[src/design/dag_consts.svh]
// Register offsets, field positions, reset values and encodings for the address generator
`ifndef DAG_CONSTS_SVH
`define DAG_CONSTS_SVH
`define DAG_OFS_SRC 3'h0
`define DAG_OFS_DST 3'h1
`define DAG_OFS_CFG 3'h2
`define DAG_OFS_CTL 3'h3
`define DAG_OFS_STAT 3'h4
`define DAG_CFG_WIDTH_LO 26
`define DAG_CFG_WIDTH_HI 27
`define DAG_CFG_FIX_SRC 25
`define DAG_CFG_FIX_DST 24
`define DAG_CFG_RELOAD_SRC 22
`define DAG_CFG_RELOAD_DST 21
`define DAG_CTL_START 0
`define DAG_CTL_STOP 1
`define DAG_ADDR_RESET 32'h00000000
`define DAG_CFG_RESET 32'h00000000
`define DAG_WIDTH_8 2'h0
`define DAG_WIDTH_16 2'h1
`define DAG_WIDTH_32 2'h2
`define DAG_STEP_8 32'h00000001
`define DAG_STEP_16 32'h00000002
`define DAG_STEP_32 32'h00000004
`define DAG_STEP_NONE 32'h00000000
`endif

[src/design/dag_pkg.sv]
// Types shared by the address generator files
package dag_pkg;
  typedef enum logic [1:0] {
    DAG_IDLE = 2'b00,
    DAG_RUN = 2'b01
  } dag_state_t;
  typedef logic [31:0] dag_word_t;
endpackage

[src/design/dag_addr_unit.sv]
// One address lane: fixed or stepping address, shadow start value and reload
`timescale 1ns/1ps
`include "dag_consts.svh"
module dag_addr_unit
(
  input wire logic clk,
  input wire logic rst,
  input wire logic [3:0] wr_be,
  input wire dag_pkg::dag_word_t wr_data,
  input wire logic start,
  input wire logic beat,
  input wire logic done_ok,
  input wire logic fixed,
  input wire logic reload,
  input wire dag_pkg::dag_word_t step,
  output dag_pkg::dag_word_t addr
);
  import dag_pkg::*;
  dag_word_t addr_q; // Live address
  dag_word_t addr_d;
  dag_word_t shadow_q; // Start value kept for reload
  dag_word_t shadow_d;
  logic done_q; // Completion seen last cycle; reload follows the final step
  logic done_d;
  // Next address and shadow
  always_comb
  begin
    addr_d = addr_q;
    shadow_d = shadow_q;
    done_d = done_ok;
    if (start)
    begin
      shadow_d = addr_q;
    end
    if (beat && !fixed)
    begin
      // Fixed mode never steps or reloads the register; bus writes still land
      addr_d = addr_q + step;
    end
    else if (done_q && !fixed && reload)
    begin
      addr_d = shadow_q;
    end
    // Byte lane writes; software is trusted not to write mid transfer
    for (int i = 0; i < 4; i++)
    begin
      if (wr_be[i])
      begin
        addr_d[i*8 +: 8] = wr_data[i*8 +: 8];
      end
    end
  end
  // Registers
  always_ff @(posedge clk)
  begin
    if (rst)
    begin
      addr_q <= `DAG_ADDR_RESET;
      shadow_q <= `DAG_ADDR_RESET;
      done_q <= 1'b0;
    end
    else
    begin
      addr_q <= addr_d;
      shadow_q <= shadow_d;
      done_q <= done_d;
    end
  end
  assign addr = addr_q;
endmodule

[src/design/dag_top.sv]
// Address generator of one DMA channel with an Avalon-MM register slave
//
// Chosen here: the Avalon-MM register port and the register offsets.
`timescale 1ns/1ps
`include "dag_consts.svh"
// How it works
// Source address 32-bit, readable, resets zero
// Destination address 32-bit, readable, resets zero
// Fixed source keeps source register unchanged
// Fixed destination keeps destination register unchanged
// Non-reload address steps each beat, stays
// Reload restores start value at completion
// Software must program width-aligned addresses
// Registers accept byte, half and word
// Software avoids controller register space addresses
// Software leaves settings alone while active
// Software halts, checks stopped before sleep
// Software never targets bit-band alias region
// Width code 00/01/10, 11 reserved
// Step is 1, 2 or 4 bytes
// Start values shadowed when transfer begins
module dag_top
(
  input wire logic clk,
  input wire logic rst,
  input wire logic [2:0] avs_address,
  input wire logic avs_read,
  input wire logic avs_write,
  input wire logic [31:0] avs_writedata,
  input wire logic [3:0] avs_byteenable,
  output logic [31:0] avs_readdata,
  output logic avs_waitrequest,
  input wire logic beat_done,
  input wire logic last_beat,
  input wire logic abort,
  output logic busy,
  output dag_pkg::dag_word_t src_addr,
  output dag_pkg::dag_word_t dst_addr,
  output logic [1:0] beat_width
);
  import dag_pkg::*;
  // Step in bytes for a width code; reserved code gives no step
  function automatic dag_word_t width_step(input logic [1:0] w);
    case (w)
      `DAG_WIDTH_8: width_step = `DAG_STEP_8;
      `DAG_WIDTH_16: width_step = `DAG_STEP_16;
      `DAG_WIDTH_32: width_step = `DAG_STEP_32;
      default: width_step = `DAG_STEP_NONE;
    endcase
  endfunction
  // Byte enables masked to a given register
  function automatic logic [3:0] lane_hit(input logic [2:0] a, input logic [2:0] ofs,
                                          input logic wr, input logic [3:0] be);
    lane_hit = (wr && a == ofs) ? be : 4'h0;
  endfunction
  dag_state_t state_q; // Channel run state
  dag_state_t state_d;
  dag_word_t cfg_q; // Configuration word
  dag_word_t cfg_d;
  logic ack_q; // Answer phase of a bus access
  logic ack_d;
  logic [31:0] rdata_q;
  logic [31:0] rdata_d;
  logic [1:0] end_code_q; // 0 none, 1 complete, 2 stopped
  logic [1:0] end_code_d;
  logic busy_q;
  logic busy_d;
  logic [1:0] width_q;
  logic [1:0] width_d;
  logic req;
  logic acc;
  logic [3:0] be_src;
  logic [3:0] be_dst;
  logic start_pulse;
  logic stop_pulse;
  logic beat_pulse;
  logic done_ok;
  dag_word_t step;
  dag_word_t src_w;
  dag_word_t dst_w;
  logic fix_source;
  logic fix_dest;
  logic reload_src;
  logic reload_dst;
  // One wait cycle per access; taken at the edge where waitrequest is low
  assign req = avs_read || avs_write;
  assign acc = req && ack_q;
  assign be_src = lane_hit(avs_address, `DAG_OFS_SRC, avs_write && acc, avs_byteenable);
  assign be_dst = lane_hit(avs_address, `DAG_OFS_DST, avs_write && acc, avs_byteenable);
  assign start_pulse = avs_write && acc && avs_address == `DAG_OFS_CTL
                       && avs_byteenable[0] && avs_writedata[`DAG_CTL_START];
  assign stop_pulse = avs_write && acc && avs_address == `DAG_OFS_CTL
                      && avs_byteenable[0] && avs_writedata[`DAG_CTL_STOP];
  assign fix_source = cfg_q[`DAG_CFG_FIX_SRC];
  assign fix_dest = cfg_q[`DAG_CFG_FIX_DST];
  assign reload_src = cfg_q[`DAG_CFG_RELOAD_SRC];
  assign reload_dst = cfg_q[`DAG_CFG_RELOAD_DST];
  assign step = width_step(cfg_q[`DAG_CFG_WIDTH_HI:`DAG_CFG_WIDTH_LO]);
  // Beats only count while running; an abort wins over its own beat
  assign beat_pulse = state_q == DAG_RUN && beat_done && !abort && !stop_pulse;
  assign done_ok = beat_pulse && last_beat;
  // Source lane
  dag_addr_unit u_src
  (
    .clk(clk),
    .rst(rst),
    .wr_be(be_src),
    .wr_data(avs_writedata),
    .start(start_pulse && state_q == DAG_IDLE),
    .beat(beat_pulse),
    .done_ok(done_ok),
    .fixed(fix_source),
    .reload(reload_src),
    .step(step),
    .addr(src_w)
  );
  // Destination lane
  dag_addr_unit u_dst
  (
    .clk(clk),
    .rst(rst),
    .wr_be(be_dst),
    .wr_data(avs_writedata),
    .start(start_pulse && state_q == DAG_IDLE),
    .beat(beat_pulse),
    .done_ok(done_ok),
    .fixed(fix_dest),
    .reload(reload_dst),
    .step(step),
    .addr(dst_w)
  );
  // Run state; the final beat's step lands first, reload a cycle later
  always_comb
  begin
    state_d = state_q;
    end_code_d = end_code_q;
    case (state_q)
      DAG_IDLE:
      begin
        if (start_pulse)
        begin
          state_d = DAG_RUN;
          end_code_d = 2'h0;
        end
      end
      DAG_RUN:
      begin
        if (abort || stop_pulse)
        begin
          state_d = DAG_IDLE;
          end_code_d = 2'h2;
        end
        else if (done_ok)
        begin
          state_d = DAG_IDLE;
          end_code_d = 2'h1;
        end
      end
      default: state_d = DAG_IDLE;
    endcase
  end
  // Bus answer, config and readback
  always_comb
  begin
    ack_d = req && !ack_q;
    cfg_d = cfg_q;
    rdata_d = rdata_q;
    if (avs_write && acc && avs_address == `DAG_OFS_CFG)
    begin
      for (int i = 0; i < 4; i++)
      begin
        if (avs_byteenable[i])
        begin
          cfg_d[i*8 +: 8] = avs_writedata[i*8 +: 8];
        end
      end
    end
    if (avs_read && !ack_q)
    begin
      case (avs_address)
        `DAG_OFS_SRC: rdata_d = src_w;
        `DAG_OFS_DST: rdata_d = dst_w;
        `DAG_OFS_CFG: rdata_d = cfg_q;
        `DAG_OFS_STAT: rdata_d = {29'h0, end_code_q, state_q == DAG_RUN};
        default: rdata_d = 32'h00000000; // Unmapped and control read zero
      endcase
    end
    busy_d = state_d == DAG_RUN;
    width_d = cfg_d[`DAG_CFG_WIDTH_HI:`DAG_CFG_WIDTH_LO];
  end
  // Registers
  always_ff @(posedge clk)
  begin
    if (rst)
    begin
      state_q <= DAG_IDLE;
      cfg_q <= `DAG_CFG_RESET;
      ack_q <= 1'b0;
      rdata_q <= 32'h00000000;
      end_code_q <= 2'h0;
      busy_q <= 1'b0;
      width_q <= `DAG_WIDTH_8;
    end
    else
    begin
      state_q <= state_d;
      cfg_q <= cfg_d;
      ack_q <= ack_d;
      rdata_q <= rdata_d;
      end_code_q <= end_code_d;
      busy_q <= busy_d;
      width_q <= width_d;
    end
  end
  assign avs_readdata = rdata_q;
  assign avs_waitrequest = !ack_q;
  assign busy = busy_q;
  assign beat_width = width_q;
  assign src_addr = src_w;
  assign dst_addr = dst_w;
endmodule

[config.mk]
export PLATFORM = sky130hd
export DESIGN_NAME = dag_top
export DESIGN_NICKNAME = d
export VERILOG_FILES = /design/src/design/dag_pkg.sv /design/src/design/dag_addr_unit.sv /design/src/design/dag_top.sv
export VERILOG_INCLUDE_DIRS = /design/src /design/src/design
export SDC_FILE = /design/constraint.sdc
export NUM_CORES = 1
export LEC_CHECK = 0
export BUFFER_PORTS_ARGS = -buffer_cell sky130_fd_sc_hd__buf_2
export CELL_PAD_IN_SITES_DETAIL_PLACEMENT = 1
export CELL_PAD_IN_SITES_GLOBAL_PLACEMENT = 1
export CORE_AREA = 3 3 188 190
export CTS_BUF_LIST = sky130_fd_sc_hd__clkbuf_8
export DETAILED_ROUTE_END_ITERATION = 10
export DIE_AREA = 0 0 191 193
export PLACE_DENSITY_LB_ADDON = 0.25
export SLEW_MARGIN = 20
export SYNTH_ARGS = -nofsm -noshare
export SYNTH_HDL_FRONTEND = slang
export SYNTH_SLANG_ARGS = --single-unit
[constraint.sdc]
create_clock -name clk -period 2.68 [get_ports clk]
set_input_delay 0.67 -clock clk [delete_from_list [all_inputs] [get_ports clk]]
set_output_delay 0.67 -clock clk [all_outputs]
set_load 0.01 [all_outputs]
After elaboration in Yosys (flattened, before gate mapping)
Index checks and enable logic that the tools add are counted.

Register bits after elaboration: 199. Input bits: 46. Output and inout port bits: 100.

Add/subtract/negate cells: 2. Eq/ne operators: 10. Mux-type cells: 29. Reductions and logical operators: 46.

Operators by type and width (count): 32-bit 2-to-1 mux (4); 32-bit one-hot mux with 4 select lines (1); 8-bit 2-to-1 mux (11); 32-bit by 3-bit adder with 32-bit output (2); 28-bit 2-to-1 mux (1); 3-bit nonzero test (8); 1-bit logical AND (22); 2-bit 2-to-1 mux (6); 4-bit 2-to-1 mux (3); 3-bit one-hot mux with 3 select lines (1); 2-bit one-hot mux with 2 select lines (2); 2-bit AND reduction (4); 2-bit by 1-bit == test with 1-bit output (second input constant) (3); 3-bit by 2-bit == test with 1-bit output (second input constant) (2); 1-bit logical NOT (5); 2-bit logical NOT (2); 3-bit by 1-bit == test with 1-bit output (second input constant) (1); 3-bit == test (second input constant) (1); 3-bit logical NOT (1); 3-bit by 1-bit inequality test with 1-bit output (second input constant) (1); 3-bit AND reduction (1); 2-bit == test (second input constant) (1); 1-bit logical OR (2); 2-bit inequality test (second input constant) (1); 2-bit nonzero test (1).

Logic depth before layout (Yosys ltp)
Depth after elaboration: 13. Gate-level depth with buffers: 11. Depth with buffers taken out: 10.

Hierarchy
A second synthesis with hierarchy kept.

Cell total of the unflattened synthesis: 1505. Area total of the unflattened synthesis: 12445.7 um2.

By module, submodules not included: dag_addr_unit (u_src) (times used 1, cells an instance 596, area an instance 4621.9 um2); dag_addr_unit (u_dst) (times used 1, cells an instance 563, area an instance 4568.1 um2); dag_top (times used 1, cells an instance 346, area an instance 3255.6 um2).

Worst setup path before layout
Ideal clock, no wire load.

Path kind: reg-to-reg. From: reg, netlist name beat_width[1]. To: reg u_dst.addr_q[22] (netlist: u_dst.addr[22]). Setup time: 0.061 ns. Data arrival time: 2.625 ns. Slack: -0.005 ns. Cell stages (with the launch flop): 12. Buffers on the path: 1. Clock period less this slack: 2.685 ns. Path through: dfxtp_1 > nor2_1 > ha_1 > inv_1 > fa_1 > nand2b_1 > a21o_1 > or4b_1 > buf_2 > or3_1 > nand3_1 > a32o_1.

RTL lines: end signal: assignment (RTL line dag_addr_unit.sv:58) `` addr_q <= `DAG_ADDR_RESET; ``; end signal: assignment (RTL line dag_addr_unit.sv:64) `addr_q <= addr_d;`; end: declaration (RTL line dag_addr_unit.sv:19) `dag_word_t addr_q;`.

==> results.ini <==
[drt]
wl_per_cell_um = 22.07
wl_met2_um = 20050
antenna_left = 0
wl_met3_um = 2324
viasPerCell = 5.472
vias = 10740
drtIter0Drc = 720
wirelength_um = 43330
highest_layer = met4
wirelength_met1_um = 19790
drt-pass1-iter-count = 5
drc = 0

[synth]
synth_edf_count = 0
synth_area_per_cell_um2 = 7.665
yosysWarnings = 0
netlist_area_mm2 = 0.01013
synth_nets = 1375
synth-seq-area-share = 0.3934
syn_inst = 1321
synthFlopType = dfxtp_1
synth_seq_cells = 199
synthArstFlopShare = 0
yosysUniqueCellTypes = 75

[power]
p_clk_frac = 0.431
switchingPower_w = 0.001455
power.internal_w = 0.004408
swShare = 0.2482
peakVddDrop_mv = 0.2973
powerDensity_mw_per_mm2 = 471.3
p_comb_frac = 0.060
seq_power_share = 0.509
total_power_w = 0.005863
p_leak_nw = 4.753

[worst_setup_path]
r2r_setup_slack_ps = 70
crit_type = reg -> reg
cp.arrival_ps = 3050
cp.required_ps = 3120
timing.rr.end = u_src.addr[13]
worst-r2r-cell-count = 11
path_max_fanout = 5
cp-endpoint = u_src.addr[13]
crit-reg2reg-launch = beat_width[1]
startpoint = beat_width[1]
cp-end-kind = register
critPathLaunchType = register

[global_route]
grt_pass1_vias = 10570
grt_max_degree = 72
grt_pass1_wl_um = 65610
antenna_found_initial = 0
grt_overflow = 0
grt_use_total = 0.2325

[layout]
diodes = 0
final_nets = 1556
final_layout_size_suffix_gt1_frac = 0.2205
finalInstanceArea_mm2 = 0.01244
syn2layout_area_growth_pct = 22.85

[run]
max-cap-violations = 0

[worst_hold_path]
min_path_type = in -> reg

[floorplanning]
start_util = 0.3012
core_mm2 = 0.03362
die_area_mm2 = 0.03686
placementRows = 67
fp.dieW_um = 191
io_pins = 146
die_h_um = 193

[sta]
period_share = 0.9734
maxSlewViolCount = 0
hold_viol_final = 0
min_period_ps = 2609
holdWs_ps = 454.0
fin_skew_ps = 18.65
worst-slew-pin-transition_ps = 730.9
finalSetupTns_ps = 0
clock.fmax_ghz = 0.3833
setup_viol = 0
slew_headroom = 0.5076

[placement]
place.port_buffers = 145
dpl_cell_area_mm2 = 0.01190
dp_hpwl_um = 32460
finalWeightedCongestion = 0.8637

[clocking]
cts_buffers = 17
root_buffer = clkbuf_8
htreeDepth = 4
clk_latency_ps = 500
cts_sinks = 199
path_clk_slew_ps = 110
cts_tree = yes
clock_path_buffers = 2
postCtsSetupRepairBufs = 0

[run_status]
status = finished, final reports clean

## placed cells by master (no fill, tap or decap), drive strengths merged, types with 7 or more instances in the layout
master	instances
and3	13
a31oi	7
nand3	59
mux2i	41
nor3	19
xnor2	11
nor2	112
a211oi	19
a311oi	15
nand2	295
inv	14
xor2	7
and4	8
o21ai	71
o22ai	13
buf	263
a21o	7
a21oi	147
dfxtp	199
clkbuf	18
bufinv	7
nor2b	9
and2	11
a22oi	30
nand4	21
## per-stage QoR
| stage | setup slack (ps) | util | std cells |
|---|---|---|---|
| 2_1_floorplan | 14.90 | - | 1321 |
| 3_3_place_gp | -35.67 | 0.3539 | 1931 |
| 3_5_place_dp | -110.1 | 0.3539 | 1931 |
| 4_1_cts | 11.91 | 0.3693 | 1963 |
| 5_1_grt | -1.652 | 0.3700 | 1963 |
| 6_report | 71.22 | 0.3700 | 1963 |
## flip-flops by register name (all words and copies together) (netlist names)
register,count
u_src.shadow_q,32
state_q,2
u_dst.addr,32
beat_width,2
end_code_q,2
ack_q,1
avs_readdata,32
u_dst.done_q,1
u_dst.shadow_q,32
cfg_q,30
busy,1
u_src.addr,32
## cell families after synthesis
family          count (synthesis)  share of synthesized area
simple gates                  572                     0.2522
compound gates                366                     0.2270
flops                         199                     0.3934
buf+inv                       111                    0.05400
mux                            46                    0.04609
xor+xnor                       18                    0.01557
fa+ha+maj                       8                    0.01137
other cells                     1                  0.0003703
## cells in the mapped netlist, types with 5 or more instances
cell type | instances | area share
a22o_1 | 6 | 0.0052
xor2_1 | 7 | 0.0061
a21oi_1 | 147 | 0.073
nand4_1 | 21 | 0.013
a31oi_1 | 7 | 0.0043
and3_1 | 12 | 0.0074
dfxtp_1 | 199 | 0.39
o221ai_1 | 6 | 0.0052
nand2b_1 | 6 | 0.0037
o21ai_0 | 66 | 0.033
inv_1 | 10 | 0.0037
nor3_1 | 15 | 0.0074
buf_1 | 5 | 0.0019
a211oi_1 | 19 | 0.014
nand2_1 | 294 | 0.11
o21ai_1 | 5 | 0.0025
o211ai_1 | 5 | 0.0037
ha_1 | 6 | 0.0074
nor2b_1 | 9 | 0.0056
buf_2 | 21 | 0.010
and4_1 | 7 | 0.0061
clkbuf_1 | 61 | 0.023
o22ai_1 | 13 | 0.0080
mux2i_1 | 41 | 0.041
buf_4 | 5 | 0.0037
a22oi_1 | 30 | 0.022
a311o_1 | 6 | 0.0059
xnor2_1 | 11 | 0.0095
nor2_1 | 110 | 0.041
and2_1 | 9 | 0.0056
or3_1 | 6 | 0.0037
mux2_2 | 5 | 0.0056
a311oi_1 | 13 | 0.011
nand3_1 | 58 | 0.029
a21o_1 | 7 | 0.0052
## final cells by class
type                    count  area, um2
multi-input cells        1011       5650
inverters                  10      37.54
flip-flops and latches    199       3984
clock inverters            14      266.5
fillers                  4133      21180
repair buffers            263       1693
well taps                 448      560.5
clock buffers              18      247.7
## power by group through the flow
| stage | Sequential, W | Combinational (W) | Clock (W) |
|---|---|---|---|
| after floorplan | 0.00305 | 0.000165 | 0 |
| after global placement | 0.00305 | 0.000349 | 0 |
| after detailed placement | 0.00305 | 0.000349 | 0 |
| after CTS | 0.00298 | 0.000350 | 0.00258 |
| after global routing | 0.00299 | 0.000375 | 0.00270 |
| final | 0.00298 | 0.000353 | 0.00253 |
## worst min-delay path by stage
stage | from | endpoint | slack (ps) | cells after the start
after floorplan | u_src.shadow_q[20] | u_src.shadow_q[20] | 430 | 2
after global placement | u_src.shadow_q[20] | u_src.shadow_q[20] | 440 | 2
after detailed placement | u_src.shadow_q[20] | u_src.shadow_q[20] | 450 | 2
after CTS | avs_write | ack_q | 410 | 3
after global routing | avs_write | ack_q | 430 | 3
final | avs_write | ack_q | 450 | 3
## critical path, stage by stage (launching register included)
cell	delay, ps
dfxtp_1	370
buf_4	150
nand2b_1	150
buf_4	140
inv_2	50
ha_1	300
a211o_1	160
o211ai_1	200
nor3_1	420
nand4_1	170
mux2_2	310
a21oi_1	130
## metal layers
metal  up-vias  global-route usage
met1      5290              0.3131
met2       342              0.3861
met5         -                   0
met4         0             0.06887
met3        58             0.03652
li1       5051                   -
## what timing repair did
item                       in CTS  in global routing
resized for setup               2                 12
pin swaps                       0                  3
setup endpoints to repair       3                 22
hold buffers                    0                  0
cloned                          0                  0
No activity file was read; power rests on OpenSTA's default activity.
